[src/design/i2c_seq_pkg.sv]
// Package: register map, field layout, status codes and timing constants.
package i2c_seq_pkg;

  // Register indices; the bus byte address is four times the index.
  localparam logic [9:0]  CTRL_IDX  = 10'h0d8;
  localparam logic [9:0]  STAT_IDX  = 10'h0d9;
  localparam logic [9:0]  DATA_IDX  = 10'h0da;
  localparam logic [9:0]  OWN_IDX   = 10'h0db;
  localparam logic [11:0] CTRL_ADDR = {CTRL_IDX, 2'b00};
  localparam logic [11:0] STAT_ADDR = {STAT_IDX, 2'b00};
  localparam logic [11:0] DATA_ADDR = {DATA_IDX, 2'b00};
  localparam logic [11:0] OWN_ADDR  = {OWN_IDX, 2'b00};

  // Control register field positions.
  localparam int EN_BIT       = 6;
  localparam int START_BIT    = 5;
  localparam int STOP_BIT     = 4;
  localparam int SI_BIT       = 3;
  localparam int ACK_BIT      = 2;
  localparam int RATE_SEL_BIT = 0;

  // Reset values.
  localparam logic [7:0] OWN_RST   = 8'h00;
  localparam logic [7:0] STAT_IDLE = 8'hf8;

  // Status codes.
  localparam logic [7:0] START_DONE = 8'h08;
  localparam logic [7:0] REP_START  = 8'h10;
  localparam logic [7:0] MT_ADR_ACK = 8'h18;
  localparam logic [7:0] MT_ADR_NAK = 8'h20;
  localparam logic [7:0] MT_DAT_ACK = 8'h28;
  localparam logic [7:0] MT_DAT_NAK = 8'h30;
  localparam logic [7:0] ARB_LOST   = 8'h38;
  localparam logic [7:0] MR_ADR_ACK = 8'h40;
  localparam logic [7:0] MR_ADR_NAK = 8'h48;
  localparam logic [7:0] MR_DAT_ACK = 8'h50;
  localparam logic [7:0] MR_DAT_NAK = 8'h58;
  localparam logic [7:0] SR_SLA_W   = 8'h60;
  localparam logic [7:0] AL_SLA_W   = 8'h68;
  localparam logic [7:0] SR_GC      = 8'h70;
  localparam logic [7:0] AL_GC      = 8'h78;
  localparam logic [7:0] SR_DAT_ACK = 8'h80;
  localparam logic [7:0] SR_DAT_NAK = 8'h88;
  localparam logic [7:0] GC_DAT_ACK = 8'h90;
  localparam logic [7:0] GC_DAT_NAK = 8'h98;
  localparam logic [7:0] SR_STOP    = 8'ha0;
  localparam logic [7:0] ST_SLA_R   = 8'ha8;
  localparam logic [7:0] AL_SLA_R   = 8'hb0;
  localparam logic [7:0] ST_DAT_ACK = 8'hb8;
  localparam logic [7:0] ST_DAT_NAK = 8'hc0;
  localparam logic [7:0] ST_LAST    = 8'hc8;

  // Internal bit-rate generator: half a bus-clock period.
  localparam int unsigned CLK_NS      = 50;
  localparam int unsigned SCL_HALF_NS = 5000;
  localparam int unsigned SCL_HALF_CYC = SCL_HALF_NS / CLK_NS;

  // APB request from the master.
  typedef struct packed {
    logic [11:0] paddr;
    logic        pwrite;
    logic [31:0] pwdata;
    logic        psel;
    logic        penable;
  } apb_req_s;

endpackage

[src/design/i2c_mode_sequencer.sv]
// Two-wire bus controller: master and slave byte sequencing behind APB.
//
// The APB register port was decided locally.
`timescale 1ns/1ns
// Summary of operation
// - Assert-acknowledge low: never answer own address.
// - Master address byte carries read/write direction bit.
// - Bytes shift as eight bits plus acknowledge.
// - Start request begins START once bus free.
// - After START, flag set with status 08h.
// - Address-write done reports 18h, 20h or 38h.
// - Address-read done reports 40h, 48h or 38h.
// - After repeated START, direction picks next mode.
// - Addressed slave: direction picks receive or transmit.
// - Slave transmits on SDA; START, STOP bound transfers.
// - Own or general address raises event request.
// - Master request waits until bus is free.
// - Lost arbitration falls back to slave at once.
// - After 10h, address-read switches to master receive.
// - Data states: loaded byte sent, acknowledge sampled.
// - Flag clear with start only: repeated START.
// - Flag clear with stop only: STOP, stop auto-clears.
// - Start and stop together: STOP then START.
// - Status low bits zero; F8h leaves flag clear.
// - After 38h, start request retries when bus free.

module i2c_mode_sequencer #(
  parameter int unsigned HALF_CYC = i2c_seq_pkg::SCL_HALF_CYC
) (
  input  logic                  i_core_clk,
  input  logic                  i_rst_n,
  input  i2c_seq_pkg::apb_req_s i_apb,
  output logic [31:0]           o_prdata,
  output logic                  o_pready,
  output logic                  o_pslverr,
  input  logic                  i_scl,
  input  logic                  i_sda,
  input  logic                  i_rate_tick,
  output logic                  o_scl_out,
  output logic                  o_scl_oe_n,
  output logic                  o_sda_out,
  output logic                  o_sda_oe_n,
  output logic                  o_event_req
);
  import i2c_seq_pkg::*;

  // The divider counter is eight bits wide.
  if (HALF_CYC < 2 || HALF_CYC > 255) begin : g_chk
    $error("HALF_CYC must lie between 2 and 255");
  end

  typedef enum logic [2:0] {
    M_IDLE, M_WAIT, M_START, M_RUN, M_STOP, M_RSTART
  } mst_e;

  localparam logic [7:0] HALF_LAST = 8'(HALF_CYC - 1);

  mst_e        mst;
  logic [1:0]  stp;
  logic [2:0]  scl_q;
  logic [2:0]  sda_q;
  logic [2:0]  rtk_q;
  logic        scl_hi;
  logic        sda_hi;
  logic        scl_rise;
  logic        scl_fall;
  logic        start_det;
  logic        stop_det;
  logic        bus_busy;
  logic [7:0]  tmr;
  logic        half_tick;
  logic        en;
  logic        start_request;
  logic        stop_request;
  logic        si;
  logic        assert_acknowledge;
  logic        rate_source_select;
  logic [7:0]  own;
  logic [7:0]  shreg;
  logic [7:0]  status;
  logic [3:0]  cnt;
  logic        got_rise;
  logic        scl_rel;
  logic        sda_rel;
  logic        slv;
  logic        tx;
  logic        first;
  logic        lost;
  logic        hold;
  logic        rep;
  logic        rd;
  logic        gc;
  logic        myack;
  logic        ack_in;
  logic        ev;
  logic        stop_clr;
  logic        setup;
  logic        wr;
  logic        wr_ctrl;
  logic        dat_wr;
  logic        known;
  logic [31:0] rd_word;
  logic        adr_hit;
  logic        gc_hit;
  logic        sel_me;

  // Pins and the external rate source come from other domains.
  always_ff @(posedge i_core_clk) begin
    if (!i_rst_n) begin
      scl_q <= 3'h7;
      sda_q <= 3'h7;
      rtk_q <= 3'h0;
    end else begin
      scl_q <= {scl_q[1:0], i_scl};
      sda_q <= {sda_q[1:0], i_sda};
      rtk_q <= {rtk_q[1:0], i_rate_tick};
    end
  end

  // Edges and bus conditions, seen only past the second stage.
  assign scl_hi    = scl_q[1];
  assign sda_hi    = sda_q[1];
  assign scl_rise  = scl_q[1] & ~scl_q[2];
  assign scl_fall  = ~scl_q[1] & scl_q[2];
  assign start_det = scl_q[1] & scl_q[2] & sda_q[2] & ~sda_q[1];
  assign stop_det  = scl_q[1] & scl_q[2] & ~sda_q[2] & sda_q[1];

  // Bus-free tracking; a master request waits on it.
  always_ff @(posedge i_core_clk) begin
    if (!i_rst_n || !en) begin
      bus_busy <= 1'b0;
    end else if (start_det) begin
      bus_busy <= 1'b1;
    end else if (stop_det) begin
      bus_busy <= 1'b0;
    end
  end

  // Half-period tick, from the divider or the external source.
  assign half_tick = rate_source_select ? (rtk_q[1] & ~rtk_q[2])
                                        : (tmr == HALF_LAST);

  always_ff @(posedge i_core_clk) begin
    if (!i_rst_n || half_tick) begin
      tmr <= 8'h00;
    end else begin
      tmr <= tmr + 8'h01;
    end
  end

  // Address comparison against own and general-call addresses.
  assign adr_hit = shreg[7:1] == own[7:1];
  assign gc_hit  = own[0] && shreg[7:1] == 7'h00;
  assign sel_me  = assert_acknowledge & (adr_hit | gc_hit);

  // APB decode; the slave answers without wait states.
  assign setup   = i_apb.psel & ~i_apb.penable;
  assign wr      = i_apb.psel & i_apb.penable & o_pready
                 & i_apb.pwrite;
  assign wr_ctrl = wr && i_apb.paddr == CTRL_ADDR;
  assign dat_wr  = wr && i_apb.paddr == DATA_ADDR;

  // Read mux; unmapped addresses read zero and raise an error.
  always_comb begin
    rd_word = 32'h0000_0000;
    known   = 1'b1;
    case (i_apb.paddr)
      CTRL_ADDR: rd_word[7:0] = {1'b0, en, start_request,
                                 stop_request, si, assert_acknowledge,
                                 1'b0, rate_source_select};
      STAT_ADDR: rd_word[7:0] = {status[7:3], 3'b000};
      DATA_ADDR: rd_word[7:0] = shreg;
      OWN_ADDR:  rd_word[7:0] = own;
      default:   known = 1'b0;
    endcase
  end

  // Answer registers are loaded in the setup cycle.
  always_ff @(posedge i_core_clk) begin
    if (!i_rst_n) begin
      o_pready  <= 1'b0;
      o_pslverr <= 1'b0;
      o_prdata  <= 32'h0000_0000;
    end else begin
      o_pready  <= setup;
      o_pslverr <= setup & ~known;
      if (setup) begin
        o_prdata <= rd_word;
      end
    end
  end

  // Software control bits; the stop request also clears itself.
  always_ff @(posedge i_core_clk) begin
    if (!i_rst_n) begin
      en                 <= 1'b0;
      start_request      <= 1'b0;
      stop_request       <= 1'b0;
      assert_acknowledge <= 1'b0;
      rate_source_select <= 1'b0;
      own                <= OWN_RST;
    end else begin
      if (wr_ctrl) begin
        en                 <= i_apb.pwdata[EN_BIT];
        start_request      <= i_apb.pwdata[START_BIT];
        stop_request       <= i_apb.pwdata[STOP_BIT];
        assert_acknowledge <= i_apb.pwdata[ACK_BIT];
        rate_source_select <= i_apb.pwdata[RATE_SEL_BIT];
      end
      if (stop_clr) begin
        stop_request <= 1'b0;
      end
      if (wr && i_apb.paddr == OWN_ADDR) begin
        own <= i_apb.pwdata[7:0];
      end
    end
  end

  // Event flag: writing zero clears it, a new event wins the race.
  always_ff @(posedge i_core_clk) begin
    if (!i_rst_n) begin
      si <= 1'b0;
    end else if (ev) begin
      si <= 1'b1;
    end else if (wr_ctrl && !i_apb.pwdata[SI_BIT]) begin
      si <= 1'b0;
    end
  end

  // Open-drain pins only ever pull low.
  always_ff @(posedge i_core_clk) begin
    o_scl_out <= 1'b0;
    o_sda_out <= 1'b0;
  end

  assign o_scl_oe_n  = scl_rel;
  assign o_sda_oe_n  = sda_rel;
  assign o_event_req = si;

  // Protocol engine: master sequencing, bit shifting, status codes.
  // Later assignments in this process take priority.
  always_ff @(posedge i_core_clk) begin
    ev       <= 1'b0;
    stop_clr <= 1'b0;
    if (!i_rst_n || !en) begin
      mst      <= M_IDLE;
      stp      <= 2'd0;
      scl_rel  <= 1'b1;
      sda_rel  <= 1'b1;
      slv      <= 1'b0;
      tx       <= 1'b0;
      first    <= 1'b0;
      lost     <= 1'b0;
      hold     <= 1'b0;
      rep      <= 1'b0;
      rd       <= 1'b0;
      gc       <= 1'b0;
      myack    <= 1'b0;
      ack_in   <= 1'b0;
      cnt      <= 4'd0;
      got_rise <= 1'b0;
      status   <= STAT_IDLE;
      if (!i_rst_n) begin
        shreg <= 8'h00;
      end
    end else begin
      // Master line sequencing, one step per half period.
      if (half_tick) begin
        unique case (mst)
          M_IDLE: begin
            if (start_request && !slv && !hold) begin
              mst <= M_WAIT;
              rep <= 1'b0;
            end
          end
          M_WAIT: begin
            if (!bus_busy && scl_hi && sda_hi) begin
              sda_rel <= 1'b0;
              mst     <= M_START;
            end
          end
          M_START: begin
            scl_rel  <= 1'b0;
            mst      <= M_RUN;
            first    <= 1'b1;
            tx       <= 1'b1;
            cnt      <= 4'd0;
            got_rise <= 1'b0;
            hold     <= 1'b1;
            ev       <= 1'b1;
            status   <= rep ? REP_START : START_DONE;
          end
          M_RUN: begin
            // Released clock goes low only once seen high.
            if (!hold) begin
              if (!scl_rel) begin
                scl_rel <= 1'b1;
              end else if (scl_hi) begin
                scl_rel <= 1'b0;
              end
            end
          end
          M_STOP: begin
            stp <= stp + 2'd1;
            if (stp == 2'd0) begin
              sda_rel <= 1'b0;
            end else if (stp == 2'd1) begin
              scl_rel <= 1'b1;
            end else begin
              stp <= 2'd2;
              if (scl_hi) begin
                sda_rel  <= 1'b1;
                stop_clr <= 1'b1;
                stp      <= 2'd0;
                rep      <= 1'b0;
                mst      <= start_request ? M_WAIT : M_IDLE;
              end
            end
          end
          M_RSTART: begin
            stp <= stp + 2'd1;
            if (stp == 2'd0) begin
              sda_rel <= 1'b1;
            end else if (stp == 2'd1) begin
              scl_rel <= 1'b1;
            end else begin
              stp <= 2'd2;
              if (scl_hi) begin
                sda_rel <= 1'b0;
                rep     <= 1'b1;
                stp     <= 2'd0;
                mst     <= M_START;
              end
            end
          end
        endcase
      end

      // Bit engine, shared by master and slave roles.
      if ((mst == M_RUN || mst == M_IDLE) && bus_busy) begin
        if (scl_rise) begin
          got_rise <= 1'b1;
          if (cnt == 4'd8) begin
            ack_in <= ~sda_hi;
          end else begin
            shreg <= {shreg[6:0], sda_hi};
            if (mst == M_RUN && tx && sda_rel && !sda_hi) begin
              mst     <= M_IDLE;
              scl_rel <= 1'b1;
              tx      <= 1'b0;
              lost    <= 1'b1;
            end
          end
        end
        if (scl_fall && got_rise) begin
          got_rise <= 1'b0;
          if (cnt != 4'd8) begin
            cnt <= cnt + 4'd1;
            if (cnt != 4'd7) begin
              sda_rel <= tx ? shreg[7] : 1'b1;
            end else if (tx) begin
              sda_rel <= 1'b1;
            end else if (mst == M_RUN || slv) begin
              sda_rel <= ~assert_acknowledge;
              myack   <= assert_acknowledge;
            end else if (first) begin
              sda_rel <= ~sel_me;
              myack   <= sel_me;
              gc      <= gc_hit & ~adr_hit;
            end else begin
              sda_rel <= 1'b1;
            end
          end else begin
            // Byte and acknowledge complete.
            cnt     <= 4'd0;
            first   <= 1'b0;
            sda_rel <= 1'b1;
            if (mst == M_RUN) begin
              hold <= 1'b1;
              ev   <= 1'b1;
              if (first) begin
                tx     <= ~rd;
                status <= rd ? (ack_in ? MR_ADR_ACK : MR_ADR_NAK)
                             : (ack_in ? MT_ADR_ACK : MT_ADR_NAK);
              end else if (tx) begin
                status <= ack_in ? MT_DAT_ACK : MT_DAT_NAK;
              end else begin
                status <= myack ? MR_DAT_ACK : MR_DAT_NAK;
              end
            end else if (first && myack) begin
              slv     <= 1'b1;
              tx      <= shreg[0];
              hold    <= 1'b1;
              ev      <= 1'b1;
              scl_rel <= 1'b0;
              lost    <= 1'b0;
              if (lost) begin
                status <= gc ? AL_GC
                        : (shreg[0] ? AL_SLA_R : AL_SLA_W);
              end else begin
                status <= gc ? SR_GC
                        : (shreg[0] ? ST_SLA_R : SR_SLA_W);
              end
            end else if (slv) begin
              hold    <= 1'b1;
              ev      <= 1'b1;
              scl_rel <= 1'b0;
              if (tx) begin
                tx     <= ack_in;
                status <= !ack_in ? ST_DAT_NAK
                        : (assert_acknowledge ? ST_DAT_ACK : ST_LAST);
              end else if (gc) begin
                status <= myack ? GC_DAT_ACK : GC_DAT_NAK;
              end else begin
                status <= myack ? SR_DAT_ACK : SR_DAT_NAK;
              end
            end else if (lost) begin
              hold   <= 1'b1;
              ev     <= 1'b1;
              status <= ARB_LOST;
            end
          end
        end
      end

      // START and STOP end any slave transfer in progress.
      if (start_det || stop_det) begin
        cnt      <= 4'd0;
        got_rise <= 1'b0;
        first    <= start_det;
        if (slv) begin
          slv     <= 1'b0;
          tx      <= 1'b0;
          sda_rel <= 1'b1;
          scl_rel <= 1'b1;
          hold    <= 1'b1;
          ev      <= 1'b1;
          status  <= SR_STOP;
        end
      end

      // Software has cleared the flag: carry out its request.
      // Waiting on ev too keeps the flag from being missed.
      if (hold && !si && !ev) begin
        hold   <= 1'b0;
        status <= STAT_IDLE;
        if (mst == M_RUN) begin
          if (first) begin
            rd      <= shreg[0];
            sda_rel <= shreg[7];
          end else if (stop_request) begin
            mst <= M_STOP;
            stp <= 2'd0;
          end else if (start_request) begin
            mst <= M_RSTART;
            stp <= 2'd0;
          end else begin
            sda_rel <= tx ? shreg[7] : 1'b1;
          end
        end else if (slv) begin
          scl_rel <= 1'b1;
          sda_rel <= tx ? shreg[7] : 1'b1;
        end else if (lost) begin
          lost <= 1'b0;
          if (start_request) begin
            mst <= M_WAIT;
            rep <= 1'b0;
          end
        end
      end

      if (dat_wr) begin
        shreg <= i_apb.pwdata[7:0];
      end
    end
  end

endmodule // i2c_mode_sequencer

[config.mk]
export PLATFORM = sky130hd
export DESIGN_NAME = i2c_mode_sequencer
export DESIGN_NICKNAME = d
export VERILOG_FILES = /design/src/design/i2c_seq_pkg.sv /design/src/design/i2c_mode_sequencer.sv
export SDC_FILE = /design/constraint.sdc
export NUM_CORES = 1
export LEC_CHECK = 0
export ABC_AREA = 1
export BUFFER_PORTS_ARGS = -buffer_cell sky130_fd_sc_hd__clkbuf_2
export CAP_MARGIN = 20
export CORE_ASPECT_RATIO = 0.7
export CORE_MARGIN = 3
export CORE_UTILIZATION = 55
export CTS_CLUSTER_SIZE = 28
export DETAILED_ROUTE_END_ITERATION = 12
export GPL_TIMING_DRIVEN = 0
export PLACE_DENSITY = 0.8
export SLEW_MARGIN = 30
export SYNTH_ARGS = -nofsm -noshare
export SYNTH_HDL_FRONTEND = slang
export SYNTH_SLANG_ARGS = --single-unit
export TNS_END_PERCENT = 30
[constraint.sdc]
create_clock -name i_core_clk -period 2.11 [get_ports i_core_clk]
set_input_delay 0.1055 -clock i_core_clk [delete_from_list [all_inputs] [get_ports i_core_clk]]
set_output_delay 0.1055 -clock i_core_clk [all_outputs]
set_load 0.1 [all_outputs]
=== Word level (Yosys, flattened, before mapping) ===
Cells that the tools add are included.

* Add/sub/neg operators: 3
* Equality and inequality tests: 17
* Muxes and demuxes: 212
* Bitwise gates (word level): 33
* Reduce and logical (&&, ||, !) cells: 50

{| class="wikitable"
|+ Operator list
! operator !! number
|-
| 8-bit 2-to-1 mux || 22
|-
| 1-bit 2-to-1 mux || 135
|-
| 3-bit 2-to-1 mux || 21
|-
| 12-bit by 10-bit equality test with 1-bit output, second input constant || 4
|-
| 7-bit 2-to-1 mux || 6
|-
| 4-bit 2-to-1 mux || 9
|-
| 8-bit case mux with 4 select lines || 1
|-
| 2-bit 2-to-1 mux || 10
|-
| 1-bit logical AND || 17
|-
| 1-bit NOT || 17
|-
| 1-bit AND || 15
|-
| 5-bit 2-to-1 mux || 3
|-
| 3-bit case mux with 5 select lines || 1
|-
| 1-bit zero test || 9
|-
| 1-bit case mux with 3 select lines || 3
|-
| 8-bit by 1-bit adder with 8-bit output, second input constant || 1
|-
| 8-bit by 7-bit equality test with 1-bit output, second input constant || 1
|-
| 2-bit OR reduction || 4
|-
| 7-bit equality test || 1
|-
| 7-bit zero test || 1
|-
| 7-bit AND reduction || 1
|-
| 3-bit by 2-bit equality test with 1-bit output, second input constant || 2
|-
| 3-bit equality test, second input constant || 2
|-
| 6-bit 2-to-1 mux || 1
|-
| 20 further kinds || 28
|}

* Flip-flop bits (word level): 82
* Bits of input ports: 52
* Output and inout bits: 39

=== Logic depth before layout (Yosys ltp) ===
* Depth in word-level cells: 20
* Gate-level depth with buffers: 15

=== Worst setup path after synthesis ===
Ideal clock, no wire load.

* Path kind: flip-flop to flip-flop
* Start point: reg o_pready
* End point: reg shreg[0], data pin
* Setup time: 264 ps
* Data arrival time: 1780 ps
* Data required time: 1846 ps
* Setup slack: 66 ps
* Cell stages (with the launch flop): 7
* Buffers on the path: 1
* Period minus slack after synthesis: 2044 ps
* Cells stage by stage: dfxtp_1 -> nand4_1 -> nor3_2 -> inv_1 -> buf_2 -> nor2_1 -> a211oi_1

* Longest elaborated chain between the ends: 5

{| class="wikitable"
|+ RTL lines
! element !! line !! RTL
|-
| from (decl) || i2c_mode_sequencer.sv:34 || <nowiki>output logic o_pready,</nowiki>
|-
| from (signal assigned) || i2c_mode_sequencer.sv:185 || <nowiki>o_pready <= setup;</nowiki>
|-
| 1-bit AND || i2c_mode_sequencer.sv:158 || <nowiki>assign wr = i_apb.psel & i_apb.penable & o_pready</nowiki>
|-
| 1-bit AND || i2c_mode_sequencer.sv:159 || <nowiki>& i_apb.pwrite;</nowiki>
|-
| 1-bit logical AND || i2c_mode_sequencer.sv:161 || <nowiki>assign dat_wr = wr && i_apb.paddr == DATA_ADDR;</nowiki>
|-
| 8-bit 2-to-1 mux || i2c_mode_sequencer.sv:472 || <nowiki>if (dat_wr) begin</nowiki>
|-
| 8-bit 2-to-1 mux || i2c_mode_sequencer.sv:245 || <nowiki>if (!i_rst_n || !en) begin</nowiki>
|-
| to (signal assigned) || i2c_mode_sequencer.sv:346 || <nowiki>shreg <= {shreg[6:0], sda_hi};</nowiki>
|-
| to (signal assigned) || i2c_mode_sequencer.sv:473 || <nowiki>shreg <= i_apb.pwdata[7:0];</nowiki>
|-
| to (decl) || i2c_mode_sequencer.sv:79 || <nowiki>logic [7:0] shreg;</nowiki>
|}

No other way between the ends.
A chain may end at the register's enable or synchronous reset.

=== Worst setup path after layout ===
* Start point: reg mst[0]
* End point: reg shreg[2], enable pin

* Longest elaborated chain between the ends: 5
* Elaborated cells between the ends (all ways): 6

{| class="wikitable"
|+ RTL lines
! element !! line !! RTL
|-
| from (decl) || i2c_mode_sequencer.sv:58 || <nowiki>mst_e mst;</nowiki>
|-
| from (signal assigned) || i2c_mode_sequencer.sv:316 || <nowiki>mst <= start_request ? M_WAIT : M_IDLE;</nowiki>
|-
| 3-bit by 2-bit equality test with 1-bit output / 3-bit zero test (equally long branches) || i2c_mode_sequencer.sv:340 || <nowiki>if ((mst == M_RUN || mst == M_IDLE) && bus_busy) begin</nowiki>
|-
| 1-bit logical OR (*) || i2c_mode_sequencer.sv:340 ||
|-
| 1-bit logical AND (*) || i2c_mode_sequencer.sv:340 ||
|-
| 3-bit nonzero test (no line) (*) || -- ||
|-
| 4-bit AND reduction (no line) (*) || -- ||
|}

Every way passes the cells marked *; elsewhere a longest branch is shown, timed or not.

==> results.json <==
{
  "fmax_ghz": 0.505,
  "drc": 0,
  "m1WireLength_um": 5870,
  "clockBufferDepth": 2,
  "finalSetupTns_ns": 0,
  "cts.clk_slew.worst_paths_ns": 0.06,
  "p_sw_share_pct": 27.8,
  "synth_edf_count": 8,
  "cellPowerDensity_nw_per_um2": 654,
  "run_status": "complete, no violations",
  "grt_pass1_vias": 4057,
  "wl_per_cell_um": 15.4,
  "antenna_left": 0,
  "fin_util_pct": 68.8,
  "layout-drive-gt1-share_pct": 15.7,
  "cts-root-buf": "clkbuf_16",
  "cts_buffers": 9,
  "syn-cell-area_um2": 4420,
  "pwr-share-comb_pct": 11.0,
  "hold_class": "in -> reg",
  "drv_cap": 0,
  "die_w_um": 113,
  "num_io_pins": 91,
  "finish.net_count": 782,
  "internal-power_mw": 2.45,
  "gr-usage-all-layers_pct": 28.3,
  "syn_inst": 639,
  "fin_crit_ns": 1.98,
  "worst-path-max-fanout": 8,
  "rsz0062_at_grt": "no",
  "cp.required_ns": 2.13,
  "dp.final_hpwl_um": 9870,
  "drtIter0Drc": 465,
  "nFillCells": 705,
  "max_stage_delay_ns": 0.31,
  "antenna_found_initial": 0,
  "vdd_drop_max_uv": 667,
  "dr.max_layer_used": "met4",
  "avgSynthCellArea_um2": 6.92,
  "worstSetupPathType": "reg -> reg",
  "htree_num_levels": 3,
  "worst_pin_slew_ns": 0.607,
  "yosys_warnings": 0,
  "power_frac_clock_pct": 43.5,
  "drt-total-wl_um": 12700,
  "critical-path-top-delay-family": "simple AND/OR/NAND/NOR gates",
  "path_buf_inv": 3,
  "die_y_um": 81.0,
  "globalplace.congestion": 0.954,
  "vias": 4542,
  "net-switching-power_mw": 0.945,
  "route.met3.wl_um": 1560,
  "ys.flop_type": "dfxtp_1",
  "crit_slowest_cell": "dfxtp_1",
  "grt_max_degree": 15,
  "via_per_inst": 5.51,
  "slew_violations": 0,
  "fin_worst_skew_ns": 0.00811,
  "cts_tree": "yes",
  "ys_ff_latch": 79,
  "syn_to_final_growth_pct": 17.4,
  "hold_violations": 0,
  "path_common_cell": "nand2_2",
  "diodes": 0,
  "route.met2.wl_um": 5120,
  "synth_seq_area_share_pct": 37.6,
  "clk_latency_ns": 0.34,
  "setup_violations": 0,
  "seq_power_share_pct": 45.5,
  "async_flop_share_pct": 0,
  "die-area_um2": 9170,
  "dr.pass1.iters": 5,
  "power_mw": 3.40,
  "overflow": 0,
  "period_share_pct": 93.8,
  "row_count": 26,
  "end_kind": "register",
  "p_leak_nw": 2.38,
  "yosysUniqueCellTypes": 43,
  "arrival_ns": 2.00,
  "max_slew_margin_pct": 59.6,
  "grt_pass1_wl_um": 20000,
  "cts.sinks": 79,
  "initial_core_util_pct": 58.6,
  "start_kind": "register",
  "cp_cell_sequence": "buf_4 > nand2_2 > nor2_4 > inv_4 > nand2_2 > nand2_4 > inv_1 > nand2_1 > nor2_2 > o21ai_0 > nand2_2",
  "placement.io_buffers": 40,
  "core_region_area_um2": 7550
}
## flip-flops by register name (all words and copies together), names as in the netlist, 2 cells and up
name / flops
own: 8
scl_q: 3
rtk_q: 3
cnt: 4
stp: 2
sda_q: 3
tmr: 8
status: 5
mst: 3
shreg: 8
o_prdata: 8
## layer usage
| metal | GRT usage, % | up-vias |
|---|---|---|
| met4 | 8.52 | 0 |
| met1 | 40.8 | 2064 |
| li1 | - | 2213 |
| met3 | 7.97 | 20 |
| met5 | 0 | - |
| met2 | 41.0 | 245 |
## power by group through the flow
stage                     combinational, mW  sequential (mW)  clock [mW]
after floorplan                       0.297             1.59           0
after global placement                0.358             1.58           0
after detailed placement              0.362             1.58           0
after CTS                             0.367             1.54        1.48
after global routing                  0.390             1.55        1.54
final                                 0.372             1.54        1.48
## Yosys cell counts, types with 2 or more instances
cell type	instances	area (um2)
nor3_1	12	60.1
xnor2_1	4	35.0
clkinv_1	4	15.0
nand4_1	8	50.1
o22ai_1	10	62.6
buf_2	4	20.0
edfxtp_1	8	240
ha_1	9	113
inv_1	86	323
nand2_1	121	454
nand3_1	37	185
a31oi_1	2	12.5
nand2_4	3	33.8
nand2_2	2	12.5
buf_4	27	203
dfxtp_1	71	1420
a21oi_2	2	17.5
a211oi_1	5	37.5
a21oi_1	53	265
xor2_1	5	43.8
nor2_1	74	278
nor4_1	2	12.5
o21ai_0	57	285
o221ai_1	3	26.3
or2_2	5	31.3
nor3_2	3	30.0
clkbuf_1	6	22.5
## layout make-up
cell class / instances / area (um2) / area share, %
clock buffer: 11 / 243 / 4.68
multi-input combinational: 454 / 2260 / 43.5
clock inverter: 5 / 37.5 / 0.723
timing repair buffer: 46 / 253 / 4.87
tap: 98 / 123 / 2.36
inverter: 92 / 348 / 6.70
buffer: 39 / 265 / 5.11
sequential: 79 / 1660 / 32.0
## stage by stage
step | worst slack [ns] | area (um2) | hold slack (ns) | cells
after floorplan | 0.0665 | 4520 | 0.203 | 664
after global placement | -0.0404 | 4840 | 0.288 | 802
after detailed placement | -0.0645 | 4840 | 0.294 | 802
after CTS | 0.0272 | 5150 | 0.0713 | 821
after global routing | 0.0118 | 5190 | 0.128 | 824
final | 0.131 | 5190 | 0.0839 | 824
## layout by cell type, fill, tap and decap left out, types with 7 or more instances in the layout
cell,count
edfxtp_1,8
nand4_1,8
conb_1,26
inv_1,86
clkbuf_2,40
nor3_1,12
a21oi_1,53
ha_1,8
nand2_1,119
dfxtp_1,71
clkbuf_1,7
nor2_1,73
clkbuf_16,9
o21ai_0,56
nand3_1,37
buf_4,31
o22ai_1,10
## worst paths after layout
path / from / end / slack, ns / cells past startpoint
worst max-delay path: mst[0] / shreg[2] / 0.13 / 11
worst min-delay path: i_apb[6] / stop_request / 0.08 / 3
worst max register to register: mst[0] / shreg[2] / 0.13 / 11
worst min register to register: stop_clr / stop_request / 0.39 / 1
## cell families (layout without fill, tap and decap cells)
logic type               Yosys count  in the layout  share of synthesized area, %
AND/OR/NAND/NOR                  269            269                          26.7
AO/OA/AOI/OAI                    141            141                          17.6
buffers and inverters            131            193                          13.8
flip-flops                        79             79                          37.6
adder cells (fa/ha/maj)            9              9                          2.55
XOR/XNOR                           9              9                          1.78
other                              1             26                        0.0848
## what timing repair did
item | 4_1_cts | 5_1_grt
resized for setup | 1 | 8
gates cloned | 0 | 0
hold buffers | 3 | 0
setup buffers | 0 | 3
hold endpoints to repair | 3 | 0
setup endpoints to repair | 8 | 13
pin swaps | 0 | 1
## tightest hold or removal path, delay by kind of cell
family                 cells  cell delay [ns]
buffers and inverters      1             0.11
and+or+nand+nor            1             0.11
AOI/OAI and AO/OA          1             0.06
No activity file was read; power rests on OpenSTA's default activity.
